--- src/rtl/otpprg_pkg.sv ---
package otpprg_pkg;
	// ****************************************************************
	// clock and geometry
	// ****************************************************************
	localparam int          CLK_PERIOD_PS   = 50000;
	localparam int          ADDR_W          = 18;
	localparam int          DATA_W          = 16;
	localparam logic [17:0] ADDR_FIRST      = 18'h00000;
	localparam logic [17:0] ADDR_LAST       = 18'h3ffff;

	// ****************************************************************
	// timing, figures as printed, cycles derived
	// ****************************************************************
	localparam int PW_MIN_NS         = 47500;
	localparam int PW_MAX_NS         = 52500;
	localparam int PW_NOM_NS         = 50000;
	localparam int SETUP_US          = 2;
	localparam int OE_VALID_NS       = 150;
	localparam int OE_FLOAT_NS       = 130;
	localparam int PW_MIN_CYC        = (PW_MIN_NS * 1000 + CLK_PERIOD_PS - 1) / CLK_PERIOD_PS;
	localparam int PW_MAX_CYC        = (PW_MAX_NS * 1000) / CLK_PERIOD_PS;
	localparam int PW_CYC            = (PW_NOM_NS * 1000) / CLK_PERIOD_PS;
	localparam int SETUP_CYC         = (SETUP_US * 1000000 + CLK_PERIOD_PS - 1) / CLK_PERIOD_PS;
	localparam int OE_VALID_CYC      = (OE_VALID_NS * 1000 + CLK_PERIOD_PS - 1) / CLK_PERIOD_PS;
	localparam int OE_FLOAT_CYC      = (OE_FLOAT_NS * 1000 + CLK_PERIOD_PS - 1) / CLK_PERIOD_PS;
	localparam int TMR_W             = 12;
	localparam logic [3:0] MAX_RETRY = 4'ha;

	// ****************************************************************
	// supply levels driven out
	// ****************************************************************
	typedef enum logic [1:0] {
		OTPPRG_SUP_OFF  = 2'b00,
		OTPPRG_SUP_READ = 2'b01,
		OTPPRG_SUP_PROG = 2'b10,
		OTPPRG_SUP_ID   = 2'b11
	} otpprg_sup_t;

	// ****************************************************************
	// sequencer states
	// ****************************************************************
	typedef enum logic [4:0] {
		OTPPRG_IDLE      = 5'b00000,
		OTPPRG_VCC_UP    = 5'b00001,
		OTPPRG_VPP_UP    = 5'b00010,
		OTPPRG_P1_SETUP  = 5'b00011,
		OTPPRG_P1_PULSE  = 5'b00100,
		OTPPRG_P1_HOLD   = 5'b00101,
		OTPPRG_V_SETUP   = 5'b00110,
		OTPPRG_V_OE      = 5'b00111,
		OTPPRG_V_FLOAT   = 5'b01000,
		OTPPRG_R_PULSE   = 5'b01001,
		OTPPRG_R_HOLD    = 5'b01010,
		OTPPRG_VPP_DN    = 5'b01011,
		OTPPRG_VCC_DN    = 5'b01100,
		OTPPRG_F_SETUP   = 5'b01101,
		OTPPRG_F_OE      = 5'b01110,
		OTPPRG_F_FLOAT   = 5'b01111,
		OTPPRG_ID_SETUP  = 5'b10000,
		OTPPRG_ID_OE     = 5'b10001,
		OTPPRG_ID_FLOAT  = 5'b10010,
		OTPPRG_OFF       = 5'b10011,
		OTPPRG_DONE      = 5'b10100
	} otpprg_state_t;

	// checks whether a word in progress is the last one
	function automatic logic otpprg_is_last(input logic [17:0] a);
		return a == ADDR_LAST;
	endfunction
endpackage

--- src/rtl/otpprg_timer.sv ---
`timescale 1ns/10ps
// down counter; done pulses once the loaded count has run out
module otpprg_timer
	import otpprg_pkg::*;
(
	input  wire logic             mclk_in,
	input  wire logic             nrst_in,
	input  wire logic             load_in,
	input  wire logic [TMR_W-1:0] count_in,
	output logic                  done_out
);
	logic [TMR_W-1:0] cnt_ff;
	logic             run_ff;

	// ****************************************************************
	// counter
	// ****************************************************************
	// load wins over a running count so a state can restart it
	always_ff @(posedge mclk_in or negedge nrst_in) begin
		if (!nrst_in) begin
			cnt_ff <= '0;
			run_ff <= 1'b0;
		end else if (load_in) begin
			cnt_ff <= count_in;
			run_ff <= 1'b1;
		end else if (run_ff && cnt_ff != '0) begin
			cnt_ff <= cnt_ff - 1'b1;
		end else begin
			run_ff <= 1'b0;
		end
	end

	// done must not look at load: the sequencer derives load from done
	assign done_out = run_ff && cnt_ff == '0;
endmodule

--- src/rtl/otpprg_ctrl.sv ---
`timescale 1ns/10ps
module otpprg_ctrl
	import otpprg_pkg::*;
(
	input  wire logic              mclk_in,
	input  wire logic              nrst_in,
	input  wire logic              start_prog_in,
	input  wire logic              start_id_in,
	input  wire logic [DATA_W-1:0] wr_data_in,
	input  wire logic [DATA_W-1:0] dev_data_in,
	output logic [ADDR_W-1:0]      dev_addr_out,
	output logic [DATA_W-1:0]      dev_data_out,
	output logic                   dev_data_oe_out,
	output logic                   chip_en_n_out,
	output logic                   out_en_n_out,
	output logic                   vcc_prog_out,
	output logic                   vpp_prog_out,
	output logic                   vcc_on_out,
	output logic                   vpp_on_out,
	output logic                   id_mode_voltage_out,
	output logic [ADDR_W-1:0]      data_req_addr_out,
	output logic                   busy_out,
	output logic                   done_out,
	output logic                   pass_out,
	output logic                   fail_out,
	output logic [DATA_W-1:0]      id_maker_out,
	output logic [DATA_W-1:0]      id_type_out
);
	otpprg_state_t    state_ff;
	otpprg_state_t    nxt_state;
	logic [17:0]      addr_ff;
	logic [15:0]      dout_ff;
	logic             doe_ff;
	logic             ce_n_ff;
	logic             oe_n_ff;
	logic             vcc_prog_ff;
	logic             vpp_prog_ff;
	logic             vcc_on_ff;
	logic             vpp_on_ff;
	logic             idv_ff;
	logic [3:0]       retry_ff;
	logic             id_sel_ff;
	logic             done_ff;
	logic             pass_ff;
	logic             fail_ff;
	logic [15:0]      maker_ff;
	logic [15:0]      type_ff;
	logic             busy_ff;
	logic             tmr_load;
	logic [TMR_W-1:0] tmr_count;
	logic             tmr_done;
	logic             match;
	logic             vmatch_ff;

	// ****************************************************************
	// wait timer
	// ****************************************************************
	otpprg_timer u_timer (
		.mclk_in  (mclk_in),
		.nrst_in  (nrst_in),
		.load_in  (tmr_load),
		.count_in (tmr_count),
		.done_out (tmr_done)
	);

	// data at the address must be held by the user while addr shown
	assign match = dev_data_in == wr_data_in;

	// ****************************************************************
	// next state
	// ****************************************************************
	always_comb begin
		nxt_state = state_ff;
		tmr_load  = 1'b0;
		tmr_count = TMR_W'(SETUP_CYC);
		case (state_ff)
			OTPPRG_IDLE: begin
				if (start_prog_in) begin
					nxt_state = OTPPRG_VCC_UP;
					tmr_load  = 1'b1;
				end else if (start_id_in) begin
					nxt_state = OTPPRG_ID_SETUP;
					tmr_load  = 1'b1;
				end
			end
			OTPPRG_VCC_UP: begin
				if (tmr_done) begin
					nxt_state = OTPPRG_VPP_UP;
					tmr_load  = 1'b1;
				end
			end
			OTPPRG_VPP_UP: begin
				if (tmr_done) begin
					nxt_state = OTPPRG_P1_SETUP;
					tmr_load  = 1'b1;
				end
			end
			OTPPRG_P1_SETUP: begin
				if (tmr_done) begin
					nxt_state = OTPPRG_P1_PULSE;
					tmr_load  = 1'b1;
					tmr_count = TMR_W'(PW_CYC);
				end
			end
			OTPPRG_P1_PULSE: begin
				if (tmr_done) begin
					nxt_state = OTPPRG_P1_HOLD;
					tmr_load  = 1'b1;
				end
			end
			OTPPRG_P1_HOLD: begin
				if (tmr_done) begin
					// no verify in first pass
					nxt_state = otpprg_is_last(addr_ff) ? OTPPRG_V_SETUP : OTPPRG_P1_SETUP;
					tmr_load  = 1'b1;
				end
			end
			OTPPRG_V_SETUP, OTPPRG_F_SETUP, OTPPRG_ID_SETUP: begin
				if (tmr_done) begin
					nxt_state = (state_ff == OTPPRG_V_SETUP) ? OTPPRG_V_OE :
					            (state_ff == OTPPRG_F_SETUP) ? OTPPRG_F_OE : OTPPRG_ID_OE;
					tmr_load  = 1'b1;
					tmr_count = TMR_W'(OE_VALID_CYC);
				end
			end
			OTPPRG_V_OE, OTPPRG_F_OE, OTPPRG_ID_OE: begin
				if (tmr_done) begin
					nxt_state = (state_ff == OTPPRG_V_OE) ? OTPPRG_V_FLOAT :
					            (state_ff == OTPPRG_F_OE) ? OTPPRG_F_FLOAT : OTPPRG_ID_FLOAT;
					tmr_load  = 1'b1;
					tmr_count = TMR_W'(OE_FLOAT_CYC);
				end
			end
			OTPPRG_V_FLOAT: begin
				if (tmr_done) begin
					tmr_load = 1'b1;
					if (!vmatch_ff && retry_ff == MAX_RETRY) begin
						nxt_state = OTPPRG_VPP_DN;
					end else if (!vmatch_ff) begin
						nxt_state = OTPPRG_R_PULSE;
						tmr_count = TMR_W'(PW_CYC);
					end else if (otpprg_is_last(addr_ff)) begin
						nxt_state = OTPPRG_VPP_DN;
					end else begin
						nxt_state = OTPPRG_V_SETUP;
					end
				end
			end
			OTPPRG_R_PULSE: begin
				if (tmr_done) begin
					nxt_state = OTPPRG_R_HOLD;
					tmr_load  = 1'b1;
				end
			end
			OTPPRG_R_HOLD: begin
				if (tmr_done) begin
					nxt_state = OTPPRG_V_SETUP;
					tmr_load  = 1'b1;
				end
			end
			OTPPRG_VPP_DN: begin
				if (tmr_done) begin
					nxt_state = OTPPRG_VCC_DN;
					tmr_load  = 1'b1;
				end
			end
			OTPPRG_VCC_DN: begin
				if (tmr_done) begin
					nxt_state = fail_ff ? OTPPRG_OFF : OTPPRG_F_SETUP;
					tmr_load  = 1'b1;
				end
			end
			OTPPRG_F_FLOAT: begin
				if (tmr_done) begin
					tmr_load  = 1'b1;
					nxt_state = otpprg_is_last(addr_ff) ? OTPPRG_OFF : OTPPRG_F_SETUP;
				end
			end
			OTPPRG_ID_FLOAT: begin
				if (tmr_done) begin
					tmr_load  = 1'b1;
					nxt_state = id_sel_ff ? OTPPRG_OFF : OTPPRG_ID_SETUP;
				end
			end
			OTPPRG_OFF: begin
				if (tmr_done) begin
					nxt_state = OTPPRG_DONE;
				end
			end
			OTPPRG_DONE: begin
				nxt_state = OTPPRG_IDLE;
			end
			default: begin
				nxt_state = OTPPRG_IDLE;
			end
		endcase
	end

	// ****************************************************************
	// state register
	// ****************************************************************
	always_ff @(posedge mclk_in or negedge nrst_in) begin
		if (!nrst_in) begin
			state_ff <= OTPPRG_IDLE;
		end else begin
			state_ff <= nxt_state;
		end
	end

	// ****************************************************************
	// address and retry count
	// ****************************************************************
	always_ff @(posedge mclk_in or negedge nrst_in) begin
		if (!nrst_in) begin
			addr_ff  <= ADDR_FIRST;
			retry_ff <= 4'h0;
		end else if (state_ff == OTPPRG_IDLE) begin
			addr_ff  <= ADDR_FIRST;
			retry_ff <= 4'h0;
		end else if (tmr_done) begin
			case (state_ff)
				OTPPRG_P1_HOLD: begin
					addr_ff <= otpprg_is_last(addr_ff) ? ADDR_FIRST : addr_ff + 1'b1;
				end
				OTPPRG_V_FLOAT: begin
					if (vmatch_ff) begin
						addr_ff  <= otpprg_is_last(addr_ff) ? ADDR_FIRST : addr_ff + 1'b1;
						retry_ff <= 4'h0;
					end
				end
				OTPPRG_R_PULSE: begin
					retry_ff <= retry_ff + 1'b1;
				end
				OTPPRG_F_FLOAT: begin
					addr_ff <= addr_ff + 1'b1;
				end
				default: begin
					addr_ff <= addr_ff;
				end
			endcase
		end
	end

	// ****************************************************************
	// verify result
	// ****************************************************************
	// the bus floats once oe rises, so the word is judged inside the window
	always_ff @(posedge mclk_in or negedge nrst_in) begin
		if (!nrst_in) begin
			vmatch_ff <= 1'b0;
		end else if (state_ff == OTPPRG_V_OE && tmr_done) begin
			vmatch_ff <= match;
		end
	end

	// ****************************************************************
	// pin drive
	// ****************************************************************
	// ce low during pulse states and the oe read states, so pulse width is fixed by timer
	always_ff @(posedge mclk_in or negedge nrst_in) begin
		if (!nrst_in) begin
			ce_n_ff <= 1'b1;
			oe_n_ff <= 1'b1;
			doe_ff  <= 1'b0;
			dout_ff <= 16'h0000;
		end else begin
			ce_n_ff <= !(nxt_state == OTPPRG_P1_PULSE || nxt_state == OTPPRG_R_PULSE ||
			             nxt_state == OTPPRG_V_OE || nxt_state == OTPPRG_F_OE ||
			             nxt_state == OTPPRG_ID_OE);
			oe_n_ff <= !(nxt_state == OTPPRG_V_OE || nxt_state == OTPPRG_F_OE ||
			             nxt_state == OTPPRG_ID_OE);
			// bus released through oe and float windows
			doe_ff  <= nxt_state == OTPPRG_P1_SETUP || nxt_state == OTPPRG_P1_PULSE ||
			           nxt_state == OTPPRG_P1_HOLD || nxt_state == OTPPRG_R_PULSE ||
			           nxt_state == OTPPRG_R_HOLD;
			dout_ff <= wr_data_in;
		end
	end

	// ****************************************************************
	// supplies
	// ****************************************************************
	always_ff @(posedge mclk_in or negedge nrst_in) begin
		if (!nrst_in) begin
			vcc_on_ff   <= 1'b0;
			vpp_on_ff   <= 1'b0;
			vcc_prog_ff <= 1'b0;
			vpp_prog_ff <= 1'b0;
			idv_ff      <= 1'b0;
		end else begin
			vcc_on_ff   <= nxt_state != OTPPRG_IDLE && nxt_state != OTPPRG_DONE;
			vpp_on_ff   <= nxt_state != OTPPRG_IDLE && nxt_state != OTPPRG_DONE &&
			               nxt_state != OTPPRG_VCC_UP && nxt_state != OTPPRG_OFF;
			vcc_prog_ff <= (nxt_state >= OTPPRG_VCC_UP && nxt_state <= OTPPRG_VPP_DN);
			vpp_prog_ff <= (nxt_state >= OTPPRG_VPP_UP && nxt_state <= OTPPRG_R_HOLD);
			idv_ff      <= nxt_state == OTPPRG_ID_SETUP || nxt_state == OTPPRG_ID_OE ||
			               nxt_state == OTPPRG_ID_FLOAT;
		end
	end

	// ****************************************************************
	// id select, results
	// ****************************************************************
	always_ff @(posedge mclk_in or negedge nrst_in) begin
		if (!nrst_in) begin
			id_sel_ff <= 1'b0;
			maker_ff  <= 16'h0000;
			type_ff   <= 16'h0000;
			done_ff   <= 1'b0;
			pass_ff   <= 1'b0;
			fail_ff   <= 1'b0;
			busy_ff   <= 1'b0;
		end else begin
			busy_ff <= nxt_state != OTPPRG_IDLE;
			done_ff <= nxt_state == OTPPRG_DONE;
			if (state_ff == OTPPRG_IDLE && (start_prog_in || start_id_in)) begin
				id_sel_ff <= 1'b0;
				pass_ff   <= 1'b0;
				fail_ff   <= 1'b0;
			end
			if (state_ff == OTPPRG_ID_OE && tmr_done) begin
				if (id_sel_ff) type_ff <= dev_data_in;
				else maker_ff <= dev_data_in;
			end
			if (state_ff == OTPPRG_ID_FLOAT && tmr_done) begin
				id_sel_ff <= 1'b1;
			end
			if (state_ff == OTPPRG_V_FLOAT && tmr_done && !vmatch_ff && retry_ff == MAX_RETRY) begin
				fail_ff <= 1'b1;
			end
			if (state_ff == OTPPRG_F_OE && tmr_done && !match) begin
				fail_ff <= 1'b1;
			end
			// only a clean final reread up to the last word counts as a pass
			if (state_ff == OTPPRG_F_FLOAT && tmr_done && otpprg_is_last(addr_ff)) begin
				pass_ff <= !fail_ff;
			end
		end
	end

	// id reads hold every other line low
	assign dev_addr_out        = idv_ff ? {17'h00000, id_sel_ff} : addr_ff;
	assign dev_data_out        = dout_ff;
	assign dev_data_oe_out     = doe_ff;
	assign chip_en_n_out       = ce_n_ff;
	assign out_en_n_out        = oe_n_ff;
	assign vcc_prog_out        = vcc_prog_ff;
	assign vpp_prog_out        = vpp_prog_ff;
	assign vcc_on_out          = vcc_on_ff;
	assign vpp_on_out          = vpp_on_ff;
	assign id_mode_voltage_out = idv_ff;
	assign data_req_addr_out   = addr_ff;
	assign busy_out            = busy_ff;
	assign done_out            = done_ff;
	assign pass_out            = pass_ff;
	assign fail_out            = fail_ff;
	assign id_maker_out        = maker_ff;
	assign id_type_out         = type_ff;
endmodule

--- config.mk ---
export PLATFORM = sky130hd
export DESIGN_NAME = otpprg_ctrl
export DESIGN_NICKNAME = d
export VERILOG_FILES = /design/src/rtl/otpprg_pkg.sv /design/src/rtl/otpprg_timer.sv /design/src/rtl/otpprg_ctrl.sv
export SDC_FILE = /design/constraint.sdc
export NUM_CORES = 1
export LEC_CHECK = 0
export ABC_AREA = 1
export BUFFER_PORTS_ARGS = -buffer_cell sky130_fd_sc_hd__buf_2
export CORE_AREA = 10 10 112 134
export DETAILED_ROUTE_END_ITERATION = 8
export DIE_AREA = 0 0 122 144
export GPL_TIMING_DRIVEN = 0
export HOLD_SLACK_MARGIN = 0.02
export PLACE_DENSITY_LB_ADDON = 0.2
export SLEW_MARGIN = 20
export SYNTH_ARGS = -nofsm -noshare
export SYNTH_HDL_FRONTEND = slang
export SYNTH_SLANG_ARGS = --single-unit
--- constraint.sdc ---
create_clock -name mclk_in -period 5.7 [get_ports mclk_in]
set_input_delay 0.285 -clock mclk_in [delete_from_list [all_inputs] [get_ports mclk_in]]
set_output_delay 0.285 -clock mclk_in [all_outputs]
set_load 0.005 [all_outputs]
==> results_dict.tcl, run 1 <==
set metrics [dict create \
    outcome "finished, final reports clean" \
    synth_flop_cell "dfrtp_1" \
    grt_usage_pct 17.8 \
    powerDensity_mw_per_mm2 213 \
    routedWlPerCell_um 15.2 \
    start_kind "flip-flop" \
    grt_pass1_vias 5255 \
    yosysWarnings 0 \
    dp_slack_ns 3.11 \
    layout.nets 882 \
    port_buffers 131 \
    whs_ns 0.0561 \
    coreArea_mm2 0.0124 \
    arrival_ns 2.83 \
    relSlewSlack_pct 48.8 \
    multiInputGateArea_mm2 0.00246 \
    p_leak_nw 3.49 \
    final_cells 1010 \
    postCtsSetupBuffers 0 \
    clkLatencyLatePin_ns 0.36 \
    setup_violations 0 \
    gp_congestion 0.946 \
    avgSynthCellArea_um2 7.86 \
    die_h_um 144 \
    crit_path_start "data_req_addr_out[1]" \
    area_delta_synth_final_pct 22.2 \
    post-route-drc-count 0 \
    drive_above_1_share_pct 25.5 \
    antennaDiodeCount 0 \
    synthesis.instances 697 \
    htree_num_levels 3 \
    final_area_mm2 0.00669 \
    tightestPinTransition_ns 0.762 \
    finalPower_mw 1.42 \
    root_buffer "clkbuf_16" \
    layout_commonest_cell "nand2_1" \
    reg2reg_to "data_req_addr_out[7]" \
    grt_pass1_wl_um 25400 \
    finalWorstPathRequiredPeriod_ns 2.59 \
    path_max_fanout 7 \
    final_hold_viol_count 0 \
    regArea_mm2 0.00255 \
    async_reset_ff_share_pct 100 \
    wirelength_um 15400 \
    critPathCaptureType "flip-flop" \
    viasPerCell 4.98 \
    final_max_slew_viol_count 0 \
    drt_first_pass_iters 5 \
    num_rows 45 \
    cts_sinks 102 \
    worstSetupEndpoint "data_req_addr_out[7]" \
    place_hpwl_um 12100 \
    ys_ff_latch 102 \
    cts_tree "yes" \
    gr-total-overflow 0 \
    cap_violations 0 \
    ir_drop_v 0.000121 \
    hold_class "primary input to flip-flop" \
    fmax_mhz 387 \
    cts_buffers 9 \
    crit_type "flip-flop to flip-flop" \
    cts_max_path_buffers 2 \
    antenna_found_initial 0 \
    syn-num-nets 738 \
    synth_edf_count 0 \
    start_util_pct 44.0 \
    vias 5025 \
    fin_skew_ns 0.0110 \
    reg2reg_depth 10 \
    ctsResizeCount 0 \
    grt_max_degree 67 \
    period_share_pct 45.4 \
    reg2reg_slack_ns 3.11 \
    crit_required_ns 5.95 \
    tns_ns 0 \
    drt_iter0_drc 312 \
    clk_pin_slew_worst_paths_ns 0.08 \
    fin_ws_ns 3.11 \
    placed_area_mm2 0.00637 \
    drt.antenna.violating_nets 0 \
    layout_common_cells "nand2_1, buf_2, dfrtp_1" \
    die_area_mm2 0.0176 \
    r2r-start "data_req_addr_out[1]" \
    synth_seq_area_share_pct 46.7 \
    synth.distinct_cells 40 \
    synth_area_mm2 0.00548 \
    die_x_um 122 \
    dp_cells 993 \
    nFillCells 1214 \
    fin_util_pct 53.8 \
    pin_count 132 \
    rsz0062_at_grt "no" \
]
worst min path at each step:
stage / startpoint / to / slack [ns] / cells past startpoint
floorplan: nrst_in / busy_out / -0.01 / 0
CTS: wr_data_in[4] / dev_data_out[4] / 0.05 / 1
global placement: wr_data_in[9] / dev_data_out[9] / 0.42 / 1
global route: wr_data_in[3] / dev_data_out[3] / 0.05 / 1
finish: wr_data_in[4] / dev_data_out[4] / 0.06 / 1
detailed placement: nrst_in / data_req_addr_out[10] / 0.21 / 1
critical path, cell delays in order, from the launching register on:
cell	delay, ns
dfrtp_1	0.39
ha_1	0.21
nand3_1	0.22
nor2_1	0.21
nand3_1	0.12
o21ai_0	0.48
inv_1	0.28
nor2_1	0.27
inv_2	0.12
o21ai_2	0.09
a2bb2oi_1	0.07
registers in the layout, summed over array words and instances (netlist names):
| name | count |
|---|---|
| done_out | 1 |
| dev_data_oe_out | 1 |
| vcc_prog_out | 1 |
| state_ff | 5 |
| pass_out | 1 |
| id_mode_voltage_out | 1 |
| u_timer.cnt_ff | 12 |
| vcc_on_out | 1 |
| u_timer.run_ff | 1 |
| busy_out | 1 |
| out_en_n_out | 1 |
| id_maker_out | 16 |
| id_type_out | 16 |
| fail_out | 1 |
| vpp_on_out | 1 |
| vmatch_ff | 1 |
| chip_en_n_out | 1 |
| vpp_prog_out | 1 |
| retry_ff | 4 |
| id_sel_ff | 1 |
| data_req_addr_out | 18 |
| dev_data_out | 16 |
logic make-up after synthesis:
logic type | after synthesis | synth area share (%)
simple gates | 343 | 28.9
fa+ha+maj | 5 | 1.14
xor+xnor | 22 | 3.52
flops | 102 | 46.7
buf+inv | 120 | 8.50
compound gates | 105 | 11.3
power breakdown:
group          leakage (nW)  internal, mW  switching, mW
clock                 0.151         0.317          0.319
combinational          2.20        0.0216         0.0346
sequential             1.14         0.729        0.00138
total                  3.49          1.07          0.355
cell usage after synthesis (8+ instances only):
| cell type | number | share of area [%] |
|---|---|---|
| inv_1 | 96 | 6.6 |
| a21oi_1 | 18 | 1.6 |
| o21ai_2 | 11 | 1.8 |
| nand4_1 | 13 | 1.5 |
| dfrtp_1 | 100 | 46 |
| nor2_1 | 85 | 5.8 |
| nor2_2 | 11 | 1.3 |
| nor2_4 | 8 | 1.6 |
| nor3_1 | 11 | 1.0 |
| inv_2 | 12 | 0.82 |
| nand3_1 | 36 | 3.3 |
| o21ai_0 | 55 | 5.0 |
| nand2_1 | 154 | 11 |
| xor2_1 | 22 | 3.5 |
| clkbuf_1 | 8 | 0.55 |
final cells by class:
type,count,area share [%]
flip-flops and latches,102,38.2
inverters,109,6.15
multi-input cells,475,36.7
clock inverters,7,1.29
repair buffers,133,10.5
clock buffers,9,3.37
plain buffers,11,0.804
well taps,164,3.07
per-layer routing:
metal  up-vias  global-route usage, %  routed length [um]
li1       2508                      -                   -
met1      2363                   19.7                6100
met2       131                   31.4                7840
met3        23                   5.34                1110
met4         0                   6.60                 308
met5         -                      0                   0
timing repair:
action                                  in CTS  in global routing
endpoints found under the hold margin       34                  0
endpoints found under the setup margin       0                  0
hold buffers                                 1                  0
No activity file was read; power rests on OpenSTA's default activity.
==> inputs of run 2 (changes only) <==
==> constraint.sdc (replaced) <==
create_clock -name mclk_in -period 2.5 [get_ports mclk_in]
set_input_delay 0.125 -clock mclk_in [delete_from_list [all_inputs] [get_ports mclk_in]]
set_output_delay 0.125 -clock mclk_in [all_outputs]
set_load 0.005 [all_outputs]
==> run 2 against run 1 <==
Effect of this change:
- final cell count increased by 2.0%
- highest routed layer unchanged
- combinational power grew to 2.7 times the previous value
- largest power group unchanged
- first-iteration DRC count increased by 5.8%
- setup slack worse by 3.0 ns
- critical endpoint is now chip_en_n_out
- sequential cell count unchanged
==> results_dict.tcl, run 2 (same netlist as run 1, synthesis figures left out) <==
set metrics [dict create \
    dp_slack_ns -0.0916 \
    htree_num_levels 3 \
    vias 5093 \
    drive_above_1_share_pct 26.7 \
    pwr-share-clk_pct 44.6 \
    setup_violations 0 \
    pin_count 132 \
    crit_type "flip-flop to flip-flop" \
    fin_skew_ns 0.0119 \
    layout_common_cells "nand2_1, buf_2, dfrtp_1" \
    die_x_um 122 \
    place_hpwl_um 12100 \
    gr-total-overflow 0 \
    pwr-share-seq_pct 50.9 \
    cts_max_path_buffers 2 \
    nFillCells 1178 \
    p_leak_nw 3.58 \
    cts_sinks 102 \
    final_max_slew_viol_count 0 \
    clk_pin_slew_worst_paths_ns 0.08 \
    antenna_found_initial 0 \
    cts_buffers 9 \
    grt_usage_pct 18.2 \
    arrival_ns 2.64 \
    grt_max_degree 67 \
    wirelength_um 15900 \
    routedWlPerCell_um 15.4 \
    hold_class "primary input to flip-flop" \
    crit_required_ns 2.80 \
    area_delta_synth_final_pct 27.1 \
    tns_ns 0 \
    num_rows 45 \
    largest_reg_flops 18 \
    gp_congestion 0.946 \
    period_share_pct 93.6 \
    path_max_fanout 6 \
    root_buffer "clkbuf_16" \
    viasPerCell 4.94 \
    outcome "finished, final reports clean" \
    relSlewSlack_pct 49.0 \
    whs_ns 0.0501 \
    clkLatencyLatePin_ns 0.36 \
    post-route-drc-count 0 \
    p_comb_share_pct 4.6 \
    cap_violations 0 \
    cts_tree "yes" \
    drt.antenna.violating_nets 0 \
    port_buffers 131 \
    cell_internal_pwr_mw 2.45 \
    placed_area_mm2 0.00637 \
    die_h_um 144 \
    start_util_pct 44.0 \
    grt_pass1_wl_um 25900 \
    layout_commonest_cell "nand2_1" \
    start_kind "flip-flop" \
    grt_pass1_vias 5317 \
    tightestPinTransition_ns 0.760 \
    power_switching_mw 0.823 \
    regArea_mm2 0.00255 \
    powerDensity_mw_per_mm2 470 \
    drt_iter0_drc 330 \
    fin_ws_ns 0.160 \
    layout.nets 902 \
    finalWorstPathRequiredPeriod_ns 2.34 \
    critPathCaptureType "flip-flop" \
    fmax_mhz 427 \
    switching_share_pct 25.2 \
    antennaDiodeCount 0 \
    drt_first_pass_iters 4 \
    multiInputGateArea_mm2 0.00253 \
    dp_cells 993 \
    final_hold_viol_count 0 \
    finalPower_mw 3.27 \
    fin_util_pct 55.9 \
    ir_drop_v 0.000276 \
    final_cells 1030 \
    coreArea_mm2 0.0124 \
    die_area_mm2 0.0176 \
    final_area_mm2 0.00696 \
]
run 2: changes by cell type in the layout (fill, tap and decap cells not counted), sizes merged:
| cell | before | now |
|---|---|---|
| buf | 135 | 139 |
| dlygate4sd3 | 1 | 17 |
run 2: path summary, 6_finish.rpt:
check | start | to | slack, ns | depth (start not counted)
worst max-delay path | u_timer.cnt_ff[0] | chip_en_n_out | 0.16 | 15
worst min-delay path | dev_data_in[9] | id_maker_out[9] | 0.05 | 3
worst max register to register | u_timer.cnt_ff[0] | chip_en_n_out | 0.16 | 15
worst min register to register | id_type_out[15] | id_type_out[15] | 0.48 | 2
max in group asynchronous | nrst_in | vmatch_ff | 1.64 | 3
min in group asynchronous | nrst_in | data_req_addr_out[10] | 0.22 | 2
run 2: routing by layer:
layer | track usage [%] | vias to the layer above | part of all wire [%]
met4 | 6.79 | 0 | 1.9
met3 | 5.30 | 24 | 6.7
met2 | 32.4 | 126 | 52
li1 | - | 2550 | -
met5 | 0 | - | 0
met1 | 19.9 | 2393 | 40
run 2: what timing repair did:
| item | 4_1_cts | 5_1_grt |
|---|---|---|
| buffers inserted | 0 | 4 |
| pin swaps | 0 | 2 |
| resized for setup | 2 | 20 |
| hold endpoints to repair | 52 | 0 |
| hold buffers | 17 | 0 |
| endpoints found under the setup margin | 11 | 19 |
run 2: area by class of cell:
cell class	instances	area share, %
clock buffers	9	3.24
repair buffers	153	12.8
multi-input cells	475	36.4
inverters	109	5.95
clock inverters	7	1.24
well taps	164	2.95
plain buffers	11	0.773
flip-flops and latches	102	36.7
run 2: power by group through the flow:
stage	Combinational [mW]	Sequential, mW	Clock (mW)
3_5_place_dp	0.130	1.70	0
2_1_floorplan	0.0276	1.70	0
6_report	0.150	1.66	1.46
4_1_cts	0.152	1.66	1.49
5_1_grt	0.169	1.67	1.54
3_3_place_gp	0.122	1.70	0
run 2: worst max-delay path, stage by stage (launching register included):
cell	delay, ns
dfrtp_1	0.40
inv_2	0.11
ha_2	0.21
nand2_1	0.09
nor2_4	0.17
nand3_2	0.15
nor2_4	0.18
nand2_2	0.10
nand3_1	0.10
o21ai_1	0.13
nand2_2	0.18
inv_2	0.09
nor2_2	0.14
nand2_1	0.07
nand3_1	0.11
nor2_1	0.05
